<file path="src/core/pds_pkg.sv">
/*
 * Shared constants and carrier types for the preamble detector and sync-search sequencer.
 * Assumes a single 100 MHz clock and a 32-bit AXI4-Lite register bus on the host side.
 */
package pds_pkg;

   localparam int unsigned  DATA_W          = 32;
   localparam int unsigned  ADDR_W          = 12;

   // Register indices; byte address is four times the index.
   localparam logic [7:0]   IDX_HDR_CTRL_B  = 8'h33;
   localparam logic [7:0]   IDX_PRE_LEN     = 8'h34;
   localparam logic [7:0]   IDX_PRE_DET_A   = 8'h35;
   localparam logic [7:0]   IDX_SYNC_WORD   = 8'h36;
   localparam logic [7:0]   IDX_IRQ_STATUS  = 8'h40;
   localparam logic [7:0]   IDX_IRQ_MASK    = 8'h41;
   localparam logic [7:0]   IDX_CONTROL     = 8'h42;
   localparam logic [7:0]   IDX_SEQ_STATE   = 8'h43;

   // Field positions.
   localparam int unsigned  SYNCLEN_LSB     = 1;
   localparam int unsigned  PREATH_LSB      = 3;
   localparam int unsigned  CTRL_RX_EN      = 0;
   localparam int unsigned  CTRL_PIN_LSB    = 1;
   localparam int unsigned  IRQ_PRE_DET     = 0;
   localparam int unsigned  IRQ_SYNC_OK     = 1;
   localparam int unsigned  IRQ_SYNC_TMO    = 2;
   localparam int unsigned  IRQ_W           = 3;

   // Reset values.
   localparam logic [7:0]   RST_HDR_CTRL_B  = 8'h02;
   localparam logic [7:0]   RST_PRE_LEN     = 8'h08;
   localparam logic [7:0]   RST_PRE_DET_A   = 8'h28;
   localparam logic [31:0]  RST_SYNC_WORD   = 32'h2dd4_0000;

   // Timing, in received bit periods, and pin-select codes.
   localparam logic [5:0]   TMO_EXTRA_BITS  = 6'h04;
   localparam logic [1:0]   PIN_SEL_LOW     = 2'h0;
   localparam logic [1:0]   PIN_SEL_PRE_DET = 2'h1;
   localparam logic [1:0]   PIN_SEL_SYNC_OK = 2'h2;

   localparam logic [1:0]   RESP_OKAY       = 2'h0;
   localparam logic [1:0]   RESP_SLVERR     = 2'h2;

   typedef struct packed {
      logic [1:0] synclen;
      logic [4:0] preath;
      logic [7:0] prealen;
      logic       rx_en;
      logic [1:0] pin_sel;
   } pds_cfg_t;

   typedef struct packed {
      logic sync_tmo;
      logic sync_ok;
      logic pre_det;
   } pds_evt_t;

endpackage : pds_pkg

</file>
<file path="src/core/pds_preamble_sync.sv">
/*
 * Preamble detector and sync-word search sequencer with its AXI4-Lite register file.
 * Assumes I_RX_BIT is valid whenever the demodulator pulses I_RX_BIT_VALID for one cycle,
 * and that all inputs are synchronous to I_MCLK.
 */
// Register access over AXI4-Lite was left to the implementer.
module pds_preamble_sync
   import pds_pkg::*;
(
   input  wire logic                I_MCLK,
   input  wire logic                I_RESETN,
   input  wire logic                I_RX_BIT,
   input  wire logic                I_RX_BIT_VALID,
   input  wire logic                S_AXI_AWVALID,
   output logic                     S_AXI_AWREADY,
   input  wire logic [ADDR_W-1:0]   S_AXI_AWADDR,
   input  wire logic                S_AXI_WVALID,
   output logic                     S_AXI_WREADY,
   input  wire logic [DATA_W-1:0]   S_AXI_WDATA,
   input  wire logic [3:0]          S_AXI_WSTRB,
   output logic                     S_AXI_BVALID,
   input  wire logic                S_AXI_BREADY,
   output logic [1:0]               S_AXI_BRESP,
   input  wire logic                S_AXI_ARVALID,
   output logic                     S_AXI_ARREADY,
   input  wire logic [ADDR_W-1:0]   S_AXI_ARADDR,
   output logic                     S_AXI_RVALID,
   input  wire logic                S_AXI_RREADY,
   output logic [DATA_W-1:0]        S_AXI_RDATA,
   output logic [1:0]               S_AXI_RRESP,
   output logic [7:0]               O_TX_PREAMBLE_LEN,
   output logic                     O_GPIO,
   output logic                     O_IRQ
);

   typedef enum logic [1:0] {
      ST_IDLE,
      ST_PRE_SEARCH,
      ST_PRE_HOLD,
      ST_SYNC_SEARCH
   } pds_state_t;

   // Word index of a byte address; low two bits are ignored.
   function automatic logic [7:0] reg_index(input logic [ADDR_W-1:0] addr);
      logic [ADDR_W-1:0] w;
      w = addr >> 2;
      reg_index = w[7:0];
   endfunction : reg_index

   function automatic logic mapped(input logic [7:0] idx, input logic [ADDR_W-1:0] addr);
      mapped = (addr[ADDR_W-1:10] == '0) &&
               (idx == IDX_HDR_CTRL_B || idx == IDX_PRE_LEN || idx == IDX_PRE_DET_A ||
                idx == IDX_SYNC_WORD || idx == IDX_IRQ_STATUS || idx == IDX_IRQ_MASK ||
                idx == IDX_CONTROL || idx == IDX_SEQ_STATE);
   endfunction : mapped

   function automatic logic [31:0] merge(input logic [31:0] old, input logic [31:0] nw,
                                         input logic [3:0] strb);
      for (int b = 0; b < 4; b++) begin
         merge[b*8 +: 8] = strb[b] ? nw[b*8 +: 8] : old[b*8 +: 8];
      end
   endfunction : merge

   // Sync mask for the expected bytes; the most significant byte is expected first.
   function automatic logic [31:0] sync_mask(input logic [1:0] len);
      unique case (len)
         2'h0:    sync_mask = 32'h0000_00ff;
         2'h1:    sync_mask = 32'h0000_ffff;
         2'h2:    sync_mask = 32'h00ff_ffff;
         default: sync_mask = 32'hffff_ffff;
      endcase
   endfunction : sync_mask

   // Bus and register state.
   logic              awready_q, awready_d;
   logic              wready_q, wready_d;
   logic              aw_got_q, aw_got_d;
   logic              w_got_q, w_got_d;
   logic [7:0]        aw_idx_q, aw_idx_d;
   logic              aw_ok_q, aw_ok_d;
   logic [31:0]       wdata_q, wdata_d;
   logic [3:0]        wstrb_q, wstrb_d;
   logic              bvalid_q, bvalid_d;
   logic [1:0]        bresp_q, bresp_d;
   logic              arready_q, arready_d;
   logic              rvalid_q, rvalid_d;
   logic [31:0]       rdata_q, rdata_d;
   logic [1:0]        rresp_q, rresp_d;
   logic [7:0]        hdr_ctrl_q, hdr_ctrl_d;
   logic [7:0]        pre_len_q, pre_len_d;
   logic [7:0]        pre_det_a_q, pre_det_a_d;
   logic [31:0]       sync_word_q, sync_word_d;
   logic [IRQ_W-1:0]  irq_stat_q, irq_stat_d;
   logic [IRQ_W-1:0]  irq_mask_q, irq_mask_d;
   logic [2:0]        control_q, control_d;
   logic              irq_q, irq_d;

   // Detector state.
   pds_state_t        state_q, state_d;
   logic              prev_bit_q, prev_bit_d;
   logic [7:0]        run_q, run_d;
   logic [31:0]       shift_q, shift_d;
   logic [5:0]        tmo_cnt_q, tmo_cnt_d;
   logic              gpio_q, gpio_d;
   pds_evt_t          evt;
   pds_cfg_t          cfg;

   assign cfg.synclen = hdr_ctrl_q[SYNCLEN_LSB +: 2];
   assign cfg.preath  = pre_det_a_q[PREATH_LSB +: 5];
   assign cfg.prealen = pre_len_q;
   assign cfg.rx_en   = control_q[CTRL_RX_EN];
   assign cfg.pin_sel = control_q[CTRL_PIN_LSB +: 2];

   always_comb begin
      logic [7:0]  thr;
      logic [5:0]  tmo_len;
      logic        alt;
      logic        match;
      thr       = {1'b0, cfg.preath, 2'b00};
      if (cfg.preath == 5'h00) begin
         thr = 8'h04;
      end
      tmo_len   = {1'b0, cfg.synclen, 3'b000} + 6'h08 + TMO_EXTRA_BITS;
      alt       = I_RX_BIT != prev_bit_q;
      state_d   = state_q;
      prev_bit_d = prev_bit_q;
      run_d     = run_q;
      shift_d   = shift_q;
      tmo_cnt_d = tmo_cnt_q;
      evt       = '0;
      match     = 1'b0;
      if (I_RX_BIT_VALID) begin
         prev_bit_d = I_RX_BIT;
         shift_d    = {shift_q[30:0], I_RX_BIT};
         run_d      = alt ? ((run_q == 8'hff) ? run_q : run_q + 8'h01) : 8'h01;
         match      = ((shift_d ^ (sync_word_q >> {~cfg.synclen, 3'b000})) &
                       sync_mask(cfg.synclen)) == 32'h0;
      end
      unique case (state_q)
         ST_IDLE: begin
            run_d = 8'h00;
            if (cfg.rx_en) begin
               state_d = ST_PRE_SEARCH;
            end
         end
         ST_PRE_SEARCH: begin
            if (I_RX_BIT_VALID && run_d >= thr) begin
               evt.pre_det = 1'b1;
               state_d     = ST_PRE_HOLD;
            end
         end
         ST_PRE_HOLD: begin
            if (I_RX_BIT_VALID && match) begin
               evt.sync_ok = 1'b1;
               state_d     = ST_PRE_SEARCH;
               run_d       = 8'h00;
            end else if (I_RX_BIT_VALID && !alt) begin
               state_d   = ST_SYNC_SEARCH;
               tmo_cnt_d = 6'h01;
            end
         end
         ST_SYNC_SEARCH: begin
            if (I_RX_BIT_VALID) begin
               if (match) begin
                  evt.sync_ok = 1'b1;
                  state_d     = ST_PRE_SEARCH;
                  run_d       = 8'h00;
               end else if (tmo_cnt_q + 6'h01 >= tmo_len) begin
                  evt.sync_tmo = 1'b1;
                  state_d      = ST_PRE_SEARCH;
                  run_d        = 8'h00;
               end else begin
                  tmo_cnt_d = tmo_cnt_q + 6'h01;
               end
            end
         end
      endcase
      if (!cfg.rx_en) begin
         state_d = ST_IDLE;
      end
      unique case (cfg.pin_sel)
         PIN_SEL_PRE_DET: gpio_d = (state_d == ST_PRE_HOLD) || (state_d == ST_SYNC_SEARCH);
         PIN_SEL_SYNC_OK: gpio_d = evt.sync_ok;
         default:         gpio_d = 1'b0;
      endcase
   end

   always_ff @(posedge I_MCLK or negedge I_RESETN) begin
      if (!I_RESETN) begin
         state_q    <= ST_IDLE;
         prev_bit_q <= 1'b0;
         run_q      <= 8'h00;
         shift_q    <= 32'h0;
         tmo_cnt_q  <= 6'h00;
         gpio_q     <= 1'b0;
      end else begin
         state_q    <= state_d;
         prev_bit_q <= prev_bit_d;
         run_q      <= run_d;
         shift_q    <= shift_d;
         tmo_cnt_q  <= tmo_cnt_d;
         gpio_q     <= gpio_d;
      end
   end

   always_comb begin
      logic        have_aw;
      logic        have_w;
      logic [7:0]  idx;
      logic [7:0]  ridx;
      logic [31:0] wd;
      logic [IRQ_W-1:0] w1c;
      ridx        = reg_index(S_AXI_ARADDR);
      have_aw     = aw_got_q || (S_AXI_AWVALID && awready_q);
      have_w      = w_got_q || (S_AXI_WVALID && wready_q);
      aw_got_d    = have_aw;
      w_got_d     = have_w;
      aw_idx_d    = (S_AXI_AWVALID && awready_q) ? reg_index(S_AXI_AWADDR) : aw_idx_q;
      aw_ok_d     = (S_AXI_AWVALID && awready_q) ? mapped(reg_index(S_AXI_AWADDR), S_AXI_AWADDR) : aw_ok_q;
      wdata_d     = (S_AXI_WVALID && wready_q) ? S_AXI_WDATA : wdata_q;
      wstrb_d     = (S_AXI_WVALID && wready_q) ? S_AXI_WSTRB : wstrb_q;
      bvalid_d    = bvalid_q && !S_AXI_BREADY;
      bresp_d     = bresp_q;
      hdr_ctrl_d  = hdr_ctrl_q;
      pre_len_d   = pre_len_q;
      pre_det_a_d = pre_det_a_q;
      sync_word_d = sync_word_q;
      irq_mask_d  = irq_mask_q;
      control_d   = control_q;
      w1c         = '0;
      idx         = aw_idx_d;
      wd          = '0;
      if (have_aw && have_w && !bvalid_q) begin
         aw_got_d = 1'b0;
         w_got_d  = 1'b0;
         bvalid_d = 1'b1;
         bresp_d  = aw_ok_d ? RESP_OKAY : RESP_SLVERR;
         if (aw_ok_d) begin
            unique case (idx)
               IDX_HDR_CTRL_B: begin
                  wd = merge({24'h0, hdr_ctrl_q}, wdata_d, wstrb_d);
                  hdr_ctrl_d = wd[7:0];
               end
               IDX_PRE_LEN: begin
                  wd = merge({24'h0, pre_len_q}, wdata_d, wstrb_d);
                  pre_len_d = wd[7:0];
               end
               IDX_PRE_DET_A: begin
                  wd = merge({24'h0, pre_det_a_q}, wdata_d, wstrb_d);
                  pre_det_a_d = wd[7:0];
               end
               IDX_SYNC_WORD:  sync_word_d = merge(sync_word_q, wdata_d, wstrb_d);
               IDX_IRQ_STATUS: w1c = wstrb_d[0] ? wdata_d[IRQ_W-1:0] : '0;
               IDX_IRQ_MASK: begin
                  wd = merge({29'h0, irq_mask_q}, wdata_d, wstrb_d);
                  irq_mask_d = wd[IRQ_W-1:0];
               end
               IDX_CONTROL: begin
                  wd = merge({29'h0, control_q}, wdata_d, wstrb_d);
                  control_d = wd[2:0];
               end
               default: ;
            endcase
         end
      end
      awready_d = !aw_got_d && !bvalid_d;
      wready_d  = !w_got_d && !bvalid_d;
      // A new event beats a clear that lands in the same cycle.
      irq_stat_d = (irq_stat_q & ~w1c) | {evt.sync_tmo, evt.sync_ok, evt.pre_det};
      irq_d      = |(irq_stat_d & irq_mask_d);
      rvalid_d   = rvalid_q && !S_AXI_RREADY;
      arready_d  = !rvalid_d;
      rdata_d    = rdata_q;
      rresp_d    = rresp_q;
      if (S_AXI_ARVALID && arready_q) begin
         rvalid_d  = 1'b1;
         arready_d = 1'b0;
         rresp_d   = mapped(ridx, S_AXI_ARADDR) ? RESP_OKAY : RESP_SLVERR;
         unique case (ridx)
            IDX_HDR_CTRL_B: rdata_d = {24'h0, hdr_ctrl_q};
            IDX_PRE_LEN:    rdata_d = {24'h0, pre_len_q};
            IDX_PRE_DET_A:  rdata_d = {24'h0, pre_det_a_q};
            IDX_SYNC_WORD:  rdata_d = sync_word_q;
            IDX_IRQ_STATUS: rdata_d = {29'h0, irq_stat_q};
            IDX_IRQ_MASK:   rdata_d = {29'h0, irq_mask_q};
            IDX_CONTROL:    rdata_d = {29'h0, control_q};
            IDX_SEQ_STATE:  rdata_d = {18'h0, tmo_cnt_q, run_q};
            default:        rdata_d = 32'h0;
         endcase
         if (ridx == IDX_SEQ_STATE) begin
            rdata_d[31:30] = state_q;
         end
         if (!mapped(ridx, S_AXI_ARADDR)) begin
            rdata_d = 32'h0;
         end
      end
   end

   always_ff @(posedge I_MCLK or negedge I_RESETN) begin
      if (!I_RESETN) begin
         awready_q   <= 1'b0;
         wready_q    <= 1'b0;
         aw_got_q    <= 1'b0;
         w_got_q     <= 1'b0;
         aw_idx_q    <= 8'h00;
         aw_ok_q     <= 1'b0;
         wdata_q     <= 32'h0;
         wstrb_q     <= 4'h0;
         bvalid_q    <= 1'b0;
         bresp_q     <= RESP_OKAY;
         arready_q   <= 1'b0;
         rvalid_q    <= 1'b0;
         rdata_q     <= 32'h0;
         rresp_q     <= RESP_OKAY;
         hdr_ctrl_q  <= RST_HDR_CTRL_B;
         pre_len_q   <= RST_PRE_LEN;
         pre_det_a_q <= RST_PRE_DET_A;
         sync_word_q <= RST_SYNC_WORD;
         irq_stat_q  <= '0;
         irq_mask_q  <= '0;
         control_q   <= 3'h0;
         irq_q       <= 1'b0;
      end else begin
         awready_q   <= awready_d;
         wready_q    <= wready_d;
         aw_got_q    <= aw_got_d;
         w_got_q     <= w_got_d;
         aw_idx_q    <= aw_idx_d;
         aw_ok_q     <= aw_ok_d;
         wdata_q     <= wdata_d;
         wstrb_q     <= wstrb_d;
         bvalid_q    <= bvalid_d;
         bresp_q     <= bresp_d;
         arready_q   <= arready_d;
         rvalid_q    <= rvalid_d;
         rdata_q     <= rdata_d;
         rresp_q     <= rresp_d;
         hdr_ctrl_q  <= hdr_ctrl_d;
         pre_len_q   <= pre_len_d;
         pre_det_a_q <= pre_det_a_d;
         sync_word_q <= sync_word_d;
         irq_stat_q  <= irq_stat_d;
         irq_mask_q  <= irq_mask_d;
         control_q   <= control_d;
         irq_q       <= irq_d;
      end
   end

   assign S_AXI_AWREADY     = awready_q;
   assign S_AXI_WREADY      = wready_q;
   assign S_AXI_BVALID      = bvalid_q;
   assign S_AXI_BRESP       = bresp_q;
   assign S_AXI_ARREADY     = arready_q;
   assign S_AXI_RVALID      = rvalid_q;
   assign S_AXI_RDATA       = rdata_q;
   assign S_AXI_RRESP       = rresp_q;
   assign O_TX_PREAMBLE_LEN = cfg.prealen;
   assign O_GPIO            = gpio_q;
   assign O_IRQ             = irq_q;

endmodule : pds_preamble_sync

</file>
<file path="config.mk">
export PLATFORM = sky130hd
export DESIGN_NAME = pds_preamble_sync
export DESIGN_NICKNAME = d
export VERILOG_FILES = /design/src/core/pds_pkg.sv /design/src/core/pds_preamble_sync.sv
export SDC_FILE = /design/constraint.sdc
export NUM_CORES = 1
export LEC_CHECK = 0
export BUFFER_PORTS_ARGS = -buffer_cell sky130_fd_sc_hd__clkbuf_2
export CAP_MARGIN = 10
export CORE_ASPECT_RATIO = 1.4
export CORE_MARGIN = 10
export CORE_UTILIZATION = 55
export CTS_CLUSTER_DIAMETER = 100
export DETAILED_ROUTE_END_ITERATION = 10
export PLACE_DENSITY = 0.85
export SLEW_MARGIN = 40
export SYNTH_ARGS = -nofsm -noshare
export SYNTH_HDL_FRONTEND = slang
export SYNTH_SLANG_ARGS = --single-unit
</file>
<file path="constraint.sdc">
create_clock -name I_MCLK -period 5.4 [get_ports I_MCLK]
set_input_delay 1.08 -clock I_MCLK [delete_from_list [all_inputs] [get_ports I_MCLK]]
set_output_delay 1.08 -clock I_MCLK [all_outputs]
set_load 0.005 [all_outputs]
</file>
After elaboration in Yosys (flattened, before gate mapping). Index checks and enable logic that the tools add are counted. Widths: inputs -> output; s select.

Word-level logic and storage cells: 198. Bits of input ports: 69. Flip-flop bits (word level): 203. Output and inout bits: 51.

Eq/ne operators: 39. Muxes and demuxes: 58. Shift operators: 1. Add/sub/neg operators: 4. Bitwise gates (word level): 7. Reduce and logical (&&, ||, !) cells: 56. Order comparisons: 2.

Operators with widths (count): $pmux 32 s8 (1); $eq 8x6->1 const B (12); $mux 32 (3); $pmux 32 s3 (1); $eq 8x7->1 const B (11); $mux 8 (8); $and 32x32->32 (1); $logic_not 32->1 (1); $reduce_and 4->1 (8); $shr 32x5->32 (1); $xor 32x32->32 (1); $mux 6 (5); $mux 3 (8); $pmux 8 s3 (1); $mux 2 (11); $logic_or 1x1->1 (17); $logic_and 1x1->1 (14); $mux 1 (14); $eq 2x2->1 const B (6); $pmux 6 s2 (1); $ne 2x2->1 const B (5); $add 8x1->8 const B (1); $eq 8x8->1 const B (1); $ge 8x8->1 (1); other kinds (20) (34).

Logic depth before layout (Yosys ltp).
Word-level depth: 17. Gate-level depth with buffers: 15. Depth with buffers taken out: 15.

Worst setup path after synthesis. No wires, ideal clock.

Path kind: input to register. From: input I_RX_BIT_VALID. To: register irq_q (netlist: O_IRQ). Required time: 5.276 ns. Stages on the path: 14. Arrival: 3.338 ns. Setup slack: 1.938 ns. Library setup time: 0.124 ns. Path buffers: 1. Cells stage by stage: clkbuf_1 -> o21ai_0 -> nor2_1 -> nand3_1 -> xor2_1 -> nor2_1 -> ha_1 -> a21o_1 -> a21oi_1 -> o211ai_1 -> a21oi_1 -> or3_1 -> a21bo_2 -> a211o_1.

Longest elaborated chain between the ends: 8. Elaborated cells between the ends (all ways): 16. Those cells by class: order compare: 1; mux: 10; bitwise: 2; reduce/logical: 3.

Ends and longest elaborated chain: from (decl) (line pds_preamble_sync.sv:13) `input wire logic I_RX_BIT_VALID,`; $mux 8 (line pds_preamble_sync.sv:132) `if (I_RX_BIT_VALID) begin`; $ge 8x8->1 (line pds_preamble_sync.sv:147) `if (I_RX_BIT_VALID && run_d >= thr) begin`; $logic_and 1x1->1 (*) (line pds_preamble_sync.sv:147); $mux 1 (*) (line pds_preamble_sync.sv:147); $mux 1 (*) (line pds_preamble_sync.sv:139) `unique case (state_q)`; $or 3x3->3 (*) (line pds_preamble_sync.sv:269) `irq_stat_d = (irq_stat_q & ~w1c) | {evt.sync_tmo, evt.sync_ok, evt.pre_det};`; named net irq_stat_d[0] (line pds_preamble_sync.sv:93) `logic [IRQ_W-1:0] irq_stat_q, irq_stat_d;`; $and 3x3->3 (*) (line pds_preamble_sync.sv:270) `irq_d = |(irq_stat_d & irq_mask_d);`; $reduce_or 3->1 (*) (line pds_preamble_sync.sv:270); named net irq_d (line pds_preamble_sync.sv:96) `logic irq_q, irq_d;`; to (signal assigned) (line pds_preamble_sync.sv:345) `irq_q <= irq_d;`; to (decl) (line pds_preamble_sync.sv:96).

Mark *: on every way through the listed nets, which the timed path passes. The rest lies on a longest branch. A chain may end at the register's enable or synchronous reset.

Worst setup path after layout.
From: register hdr_ctrl_q[2]. To: register run_q[2].

Longest elaborated chain between the ends: 9. Elaborated cells between the ends (all ways): 20. Those cells by class: add/sub: 2; order compare: 1; eq/ne: 2; shift: 1; mux: 8; bitwise: 3; reduce/logical: 3.

Ends and longest elaborated chain: from (decl) (line pds_preamble_sync.sv:89) `logic [7:0] hdr_ctrl_q, hdr_ctrl_d;`; from (signal assigned) (line pds_preamble_sync.sv:338) `hdr_ctrl_q <= hdr_ctrl_d;`; parallel branches: the longest is 8 deep, another holds $add 5x4->6; $pmux 8 s3 (*) (line pds_preamble_sync.sv:139); named net run_d[2] (line pds_preamble_sync.sv:101) `logic [7:0] run_q, run_d;`; to (signal assigned) (line pds_preamble_sync.sv:199) `run_q <= run_d;`; to (decl) (line pds_preamble_sync.sv:101).

Mark *: on every way through the listed nets, which the timed path passes. The select of a mux whose other input is x is not followed.

==> impl_metrics.json <==
{
  "rows": 57,
  "ys_warn_count": 0,
  "diodes": 0,
  "cap_violations": 0,
  "clock_sinks": 200,
  "min_period_ns": 3.83,
  "startpoint_type": "flip-flop",
  "max_freq_mhz": 261,
  "worst_clock_skew_ns": 0.00896,
  "crit_fanout": 18,
  "cp.arrival_ns": 4.15,
  "drt_iter0_markers": 712,
  "worst_pin_slew_ns": 0.835,
  "core-area_um2": 17400,
  "yosys.area.top_type_share_pct": 48.0,
  "nNetsFinal": 1067,
  "synth_cell_types": 73,
  "status": "completed",
  "synth_area_leaders": "dfrtp_1, mux2_2, mux2i_1",
  "rsz0062_at_grt": "false",
  "wl_per_cell_um": 20.1,
  "fp.dieArea_um2": 23600,
  "die_h_um": 178,
  "leakage_uw": 0.00499,
  "drt-pass1-iter-count": 7,
  "via_per_inst": 5.98,
  "synth_ff_type": "dfrtp_1",
  "n_fill_cell": 1435,
  "initial_core_util_pct": 56.3,
  "grt_use_total_pct": 21.2,
  "drv_slew": 0,
  "vdd_drop_max_uv": 346,
  "register_area_um2": 5020,
  "max-slew-margin-rel_pct": 44.3,
  "drc": 0,
  "numCtsBuffers": 17,
  "p_per_area_nw_per_um2": 358,
  "hold_viol": 0,
  "syn_area_um2": 9790,
  "grtUsageMet1_pct": 23.1,
  "cts_tree": "done",
  "hold_buffers": 0,
  "htreeDepth": 4,
  "io_pins": 120,
  "critical_path_class": "reg2reg",
  "use_met2_pct": 37.9,
  "root_buffer": "clkbuf_16",
  "dp_hpwl_um": 17800,
  "synth_area_per_cell_um2": 11.1,
  "worst_ep_required_time_ns": 5.72,
  "multi_input_area_um2": 4450,
  "antenna_left": 0,
  "fp.dieW_um": 133,
  "synthCells": 881,
  "seq_area_frac_synth_pct": 51.3,
  "syn2layout_area_growth_pct": 14.1,
  "setup-tns-final_ns": 0,
  "hold_class": "reg2reg",
  "min_period_over_period_pct": 70.9,
  "clockBufferDepth": 2,
  "grt-busiest-layer": "met2",
  "clock_latency_ns": 0.45,
  "post_cts_resized": 0,
  "grt_first_pass_wirelength_um": 39800,
  "ys_async_sr_fraction_pct": 100,
  "synth_top_area_cell": "dfrtp_1",
  "grt_pass1_vias": 7699,
  "port_buffers": 113,
  "ys_seq_elements": 200,
  "setup_viol": 0,
  "synth_edf_count": 0,
  "routabilityCongestion": 0.943,
  "grt.met3_usage_pct": 5.04,
  "grt_antenna_before_repair": 1,
  "grt_overflow": 0,
  "fin_util_pct": 64.2,
  "clk_pin_slew_ns": 0.07,
  "layout-drive-gt1-share_pct": 27.4,
  "routed-via-count": 7363,
  "cp-end-kind": "flip-flop",
  "grt_max_degree": 125,
  "post-cts-setup-buffers": 0,
  "drt_wl_total_um": 24700
}
-- metal layers --
| layer | vias up | routed length (um) | part of all wire [%] |
|---|---|---|---|
| li1 | 3386 | - | - |
| met1 | 3648 | 9240 | 37 |
| met2 | 254 | 13000 | 53 |
| met3 | 75 | 1540 | 6.2 |
| met4 | 0 | 901 | 3.6 |
| met5 | - | 0 | 0 |
-- cells in the final DEF, fill, tap and decap left out, types with 22 or more instances in the layout --
cell      count
dfrtp_1     188
clkbuf_2    112
mux2_2       91
nand2_1      89
o21ai_0      71
mux2i_1      49
nor2_1       38
inv_1        37
nand3_1      23
xnor2_1      23
a22o_1       22
-- flip-flops by register name (all words and copies together), names as in the netlist, 2 cells and up --
| signal | flops |
|---|---|
| tmo_cnt_q | 6 |
| S_AXI_RDATA | 32 |
| irq_mask_q | 3 |
| irq_stat_q | 3 |
| shift_q | 31 |
| hdr_ctrl_q | 8 |
| state_q | 2 |
| O_TX_PREAMBLE_LEN | 8 |
| run_q | 8 |
| wdata_q | 32 |
| aw_idx_q | 8 |
| wstrb_q | 4 |
| pre_det_a_q | 8 |
| control_q | 3 |
| sync_word_q | 32 |
-- cell type report --
cell class / count / share of cell area (%)
repair buffers: 123 / 6.02
clock buffers: 17 / 3.81
flip-flops and latches: 200 / 44.9
well taps: 236 / 2.64
multi-input cells: 603 / 39.8
clock inverters: 15 / 1.50
inverters: 38 / 1.28
-- cell families (layout without fill, tap and decap cells) --
logic type / after synthesis / after routing / share of synthesized area [%]
multiplexers: 142 / 142 / 15.8
AND/OR/NAND/NOR: 224 / 224 / 11.4
AO/OA/AOI/OAI: 186 / 186 / 12.9
adder cells (fa/ha/maj): 15 / 15 / 1.92
flip-flops: 200 / 200 / 51.3
XOR/XNOR: 34 / 34 / 3.04
buffers and inverters: 79 / 193 / 3.51
other: 1 / 2 / 0.0383
-- cell usage after synthesis, types with 3 or more instances --
| master | count |
|---|---|
| a21oi_1 | 18 |
| xnor2_1 | 23 |
| nor2_1 | 38 |
| dfstp_2 | 12 |
| a41oi_1 | 3 |
| buf_2 | 4 |
| and2_1 | 3 |
| o31ai_1 | 7 |
| clkbuf_1 | 25 |
| a21o_1 | 4 |
| nand2b_1 | 5 |
| ha_1 | 15 |
| o22ai_1 | 4 |
| inv_1 | 37 |
| a22oi_1 | 12 |
| a22o_1 | 22 |
| nor4_1 | 4 |
| nor4bb_1 | 7 |
| nand2_1 | 90 |
| o32ai_1 | 6 |
| a31oi_1 | 7 |
| nand3_1 | 23 |
| nand3b_1 | 3 |
| xor2_1 | 11 |
| nand4_1 | 4 |
| dfrtp_1 | 188 |
| mux2_2 | 91 |
| mux2i_1 | 49 |
| a222oi_1 | 6 |
| o211ai_1 | 3 |
| buf_1 | 5 |
| o21ai_0 | 71 |
| nor3_1 | 14 |
| buf_6 | 3 |
| nor2b_1 | 12 |
-- worst paths after layout --
kind                                startpoint                    to  slack (ns)  cells past startpoint
worst max-delay path             hdr_ctrl_q[2]              run_q[2]        1.57                      9
worst min register to register  S_AXI_RDATA[3]        S_AXI_RDATA[3]        0.48                      2
min in group asynchronous             I_RESETN  O_TX_PREAMBLE_LEN[7]        0.61                      1
worst min-delay path            S_AXI_RDATA[3]        S_AXI_RDATA[3]        0.48                      2
max in group asynchronous             I_RESETN       sync_word_q[27]        3.98                      2
worst max register to register   hdr_ctrl_q[2]              run_q[2]        1.57                      9
-- worst max-delay path, stage by stage (launching register included) --
cell and delay (ns):
dfrtp_1 0.81, buf_4 0.37, mux2i_1 0.48, mux2i_1 0.17, xor2_1 0.18, nor4_1 0.28
nand4_1 0.20, a2111oi_4 0.65, o311a_1 0.44, nor2_1 0.11
-- report_power, final --
group	leakage, uW	switching, uW	total [uW]	internal (uW)
Combinational	0.00214	414	781	367
Clock	0.000279	593	1290	693
Sequential	0.00257	171	1940	1770
-- metrics by stage --
stage	instance area (um^2)	power, uW	setup WS, ns	hold slack [ns]	instances
5_1_grt	11200	4190	1.46	0.501	1232
2_1_floorplan	9800	2470	1.94	0.449	882
4_1_cts	11200	4030	1.63	0.486	1232
6_report	11200	4010	1.57	0.480	1232
3_5_place_dp	10600	2740	1.39	0.469	1200
3_3_place_gp	10600	2690	1.45	0.463	1200
Power figures use the tool's default switching activity.
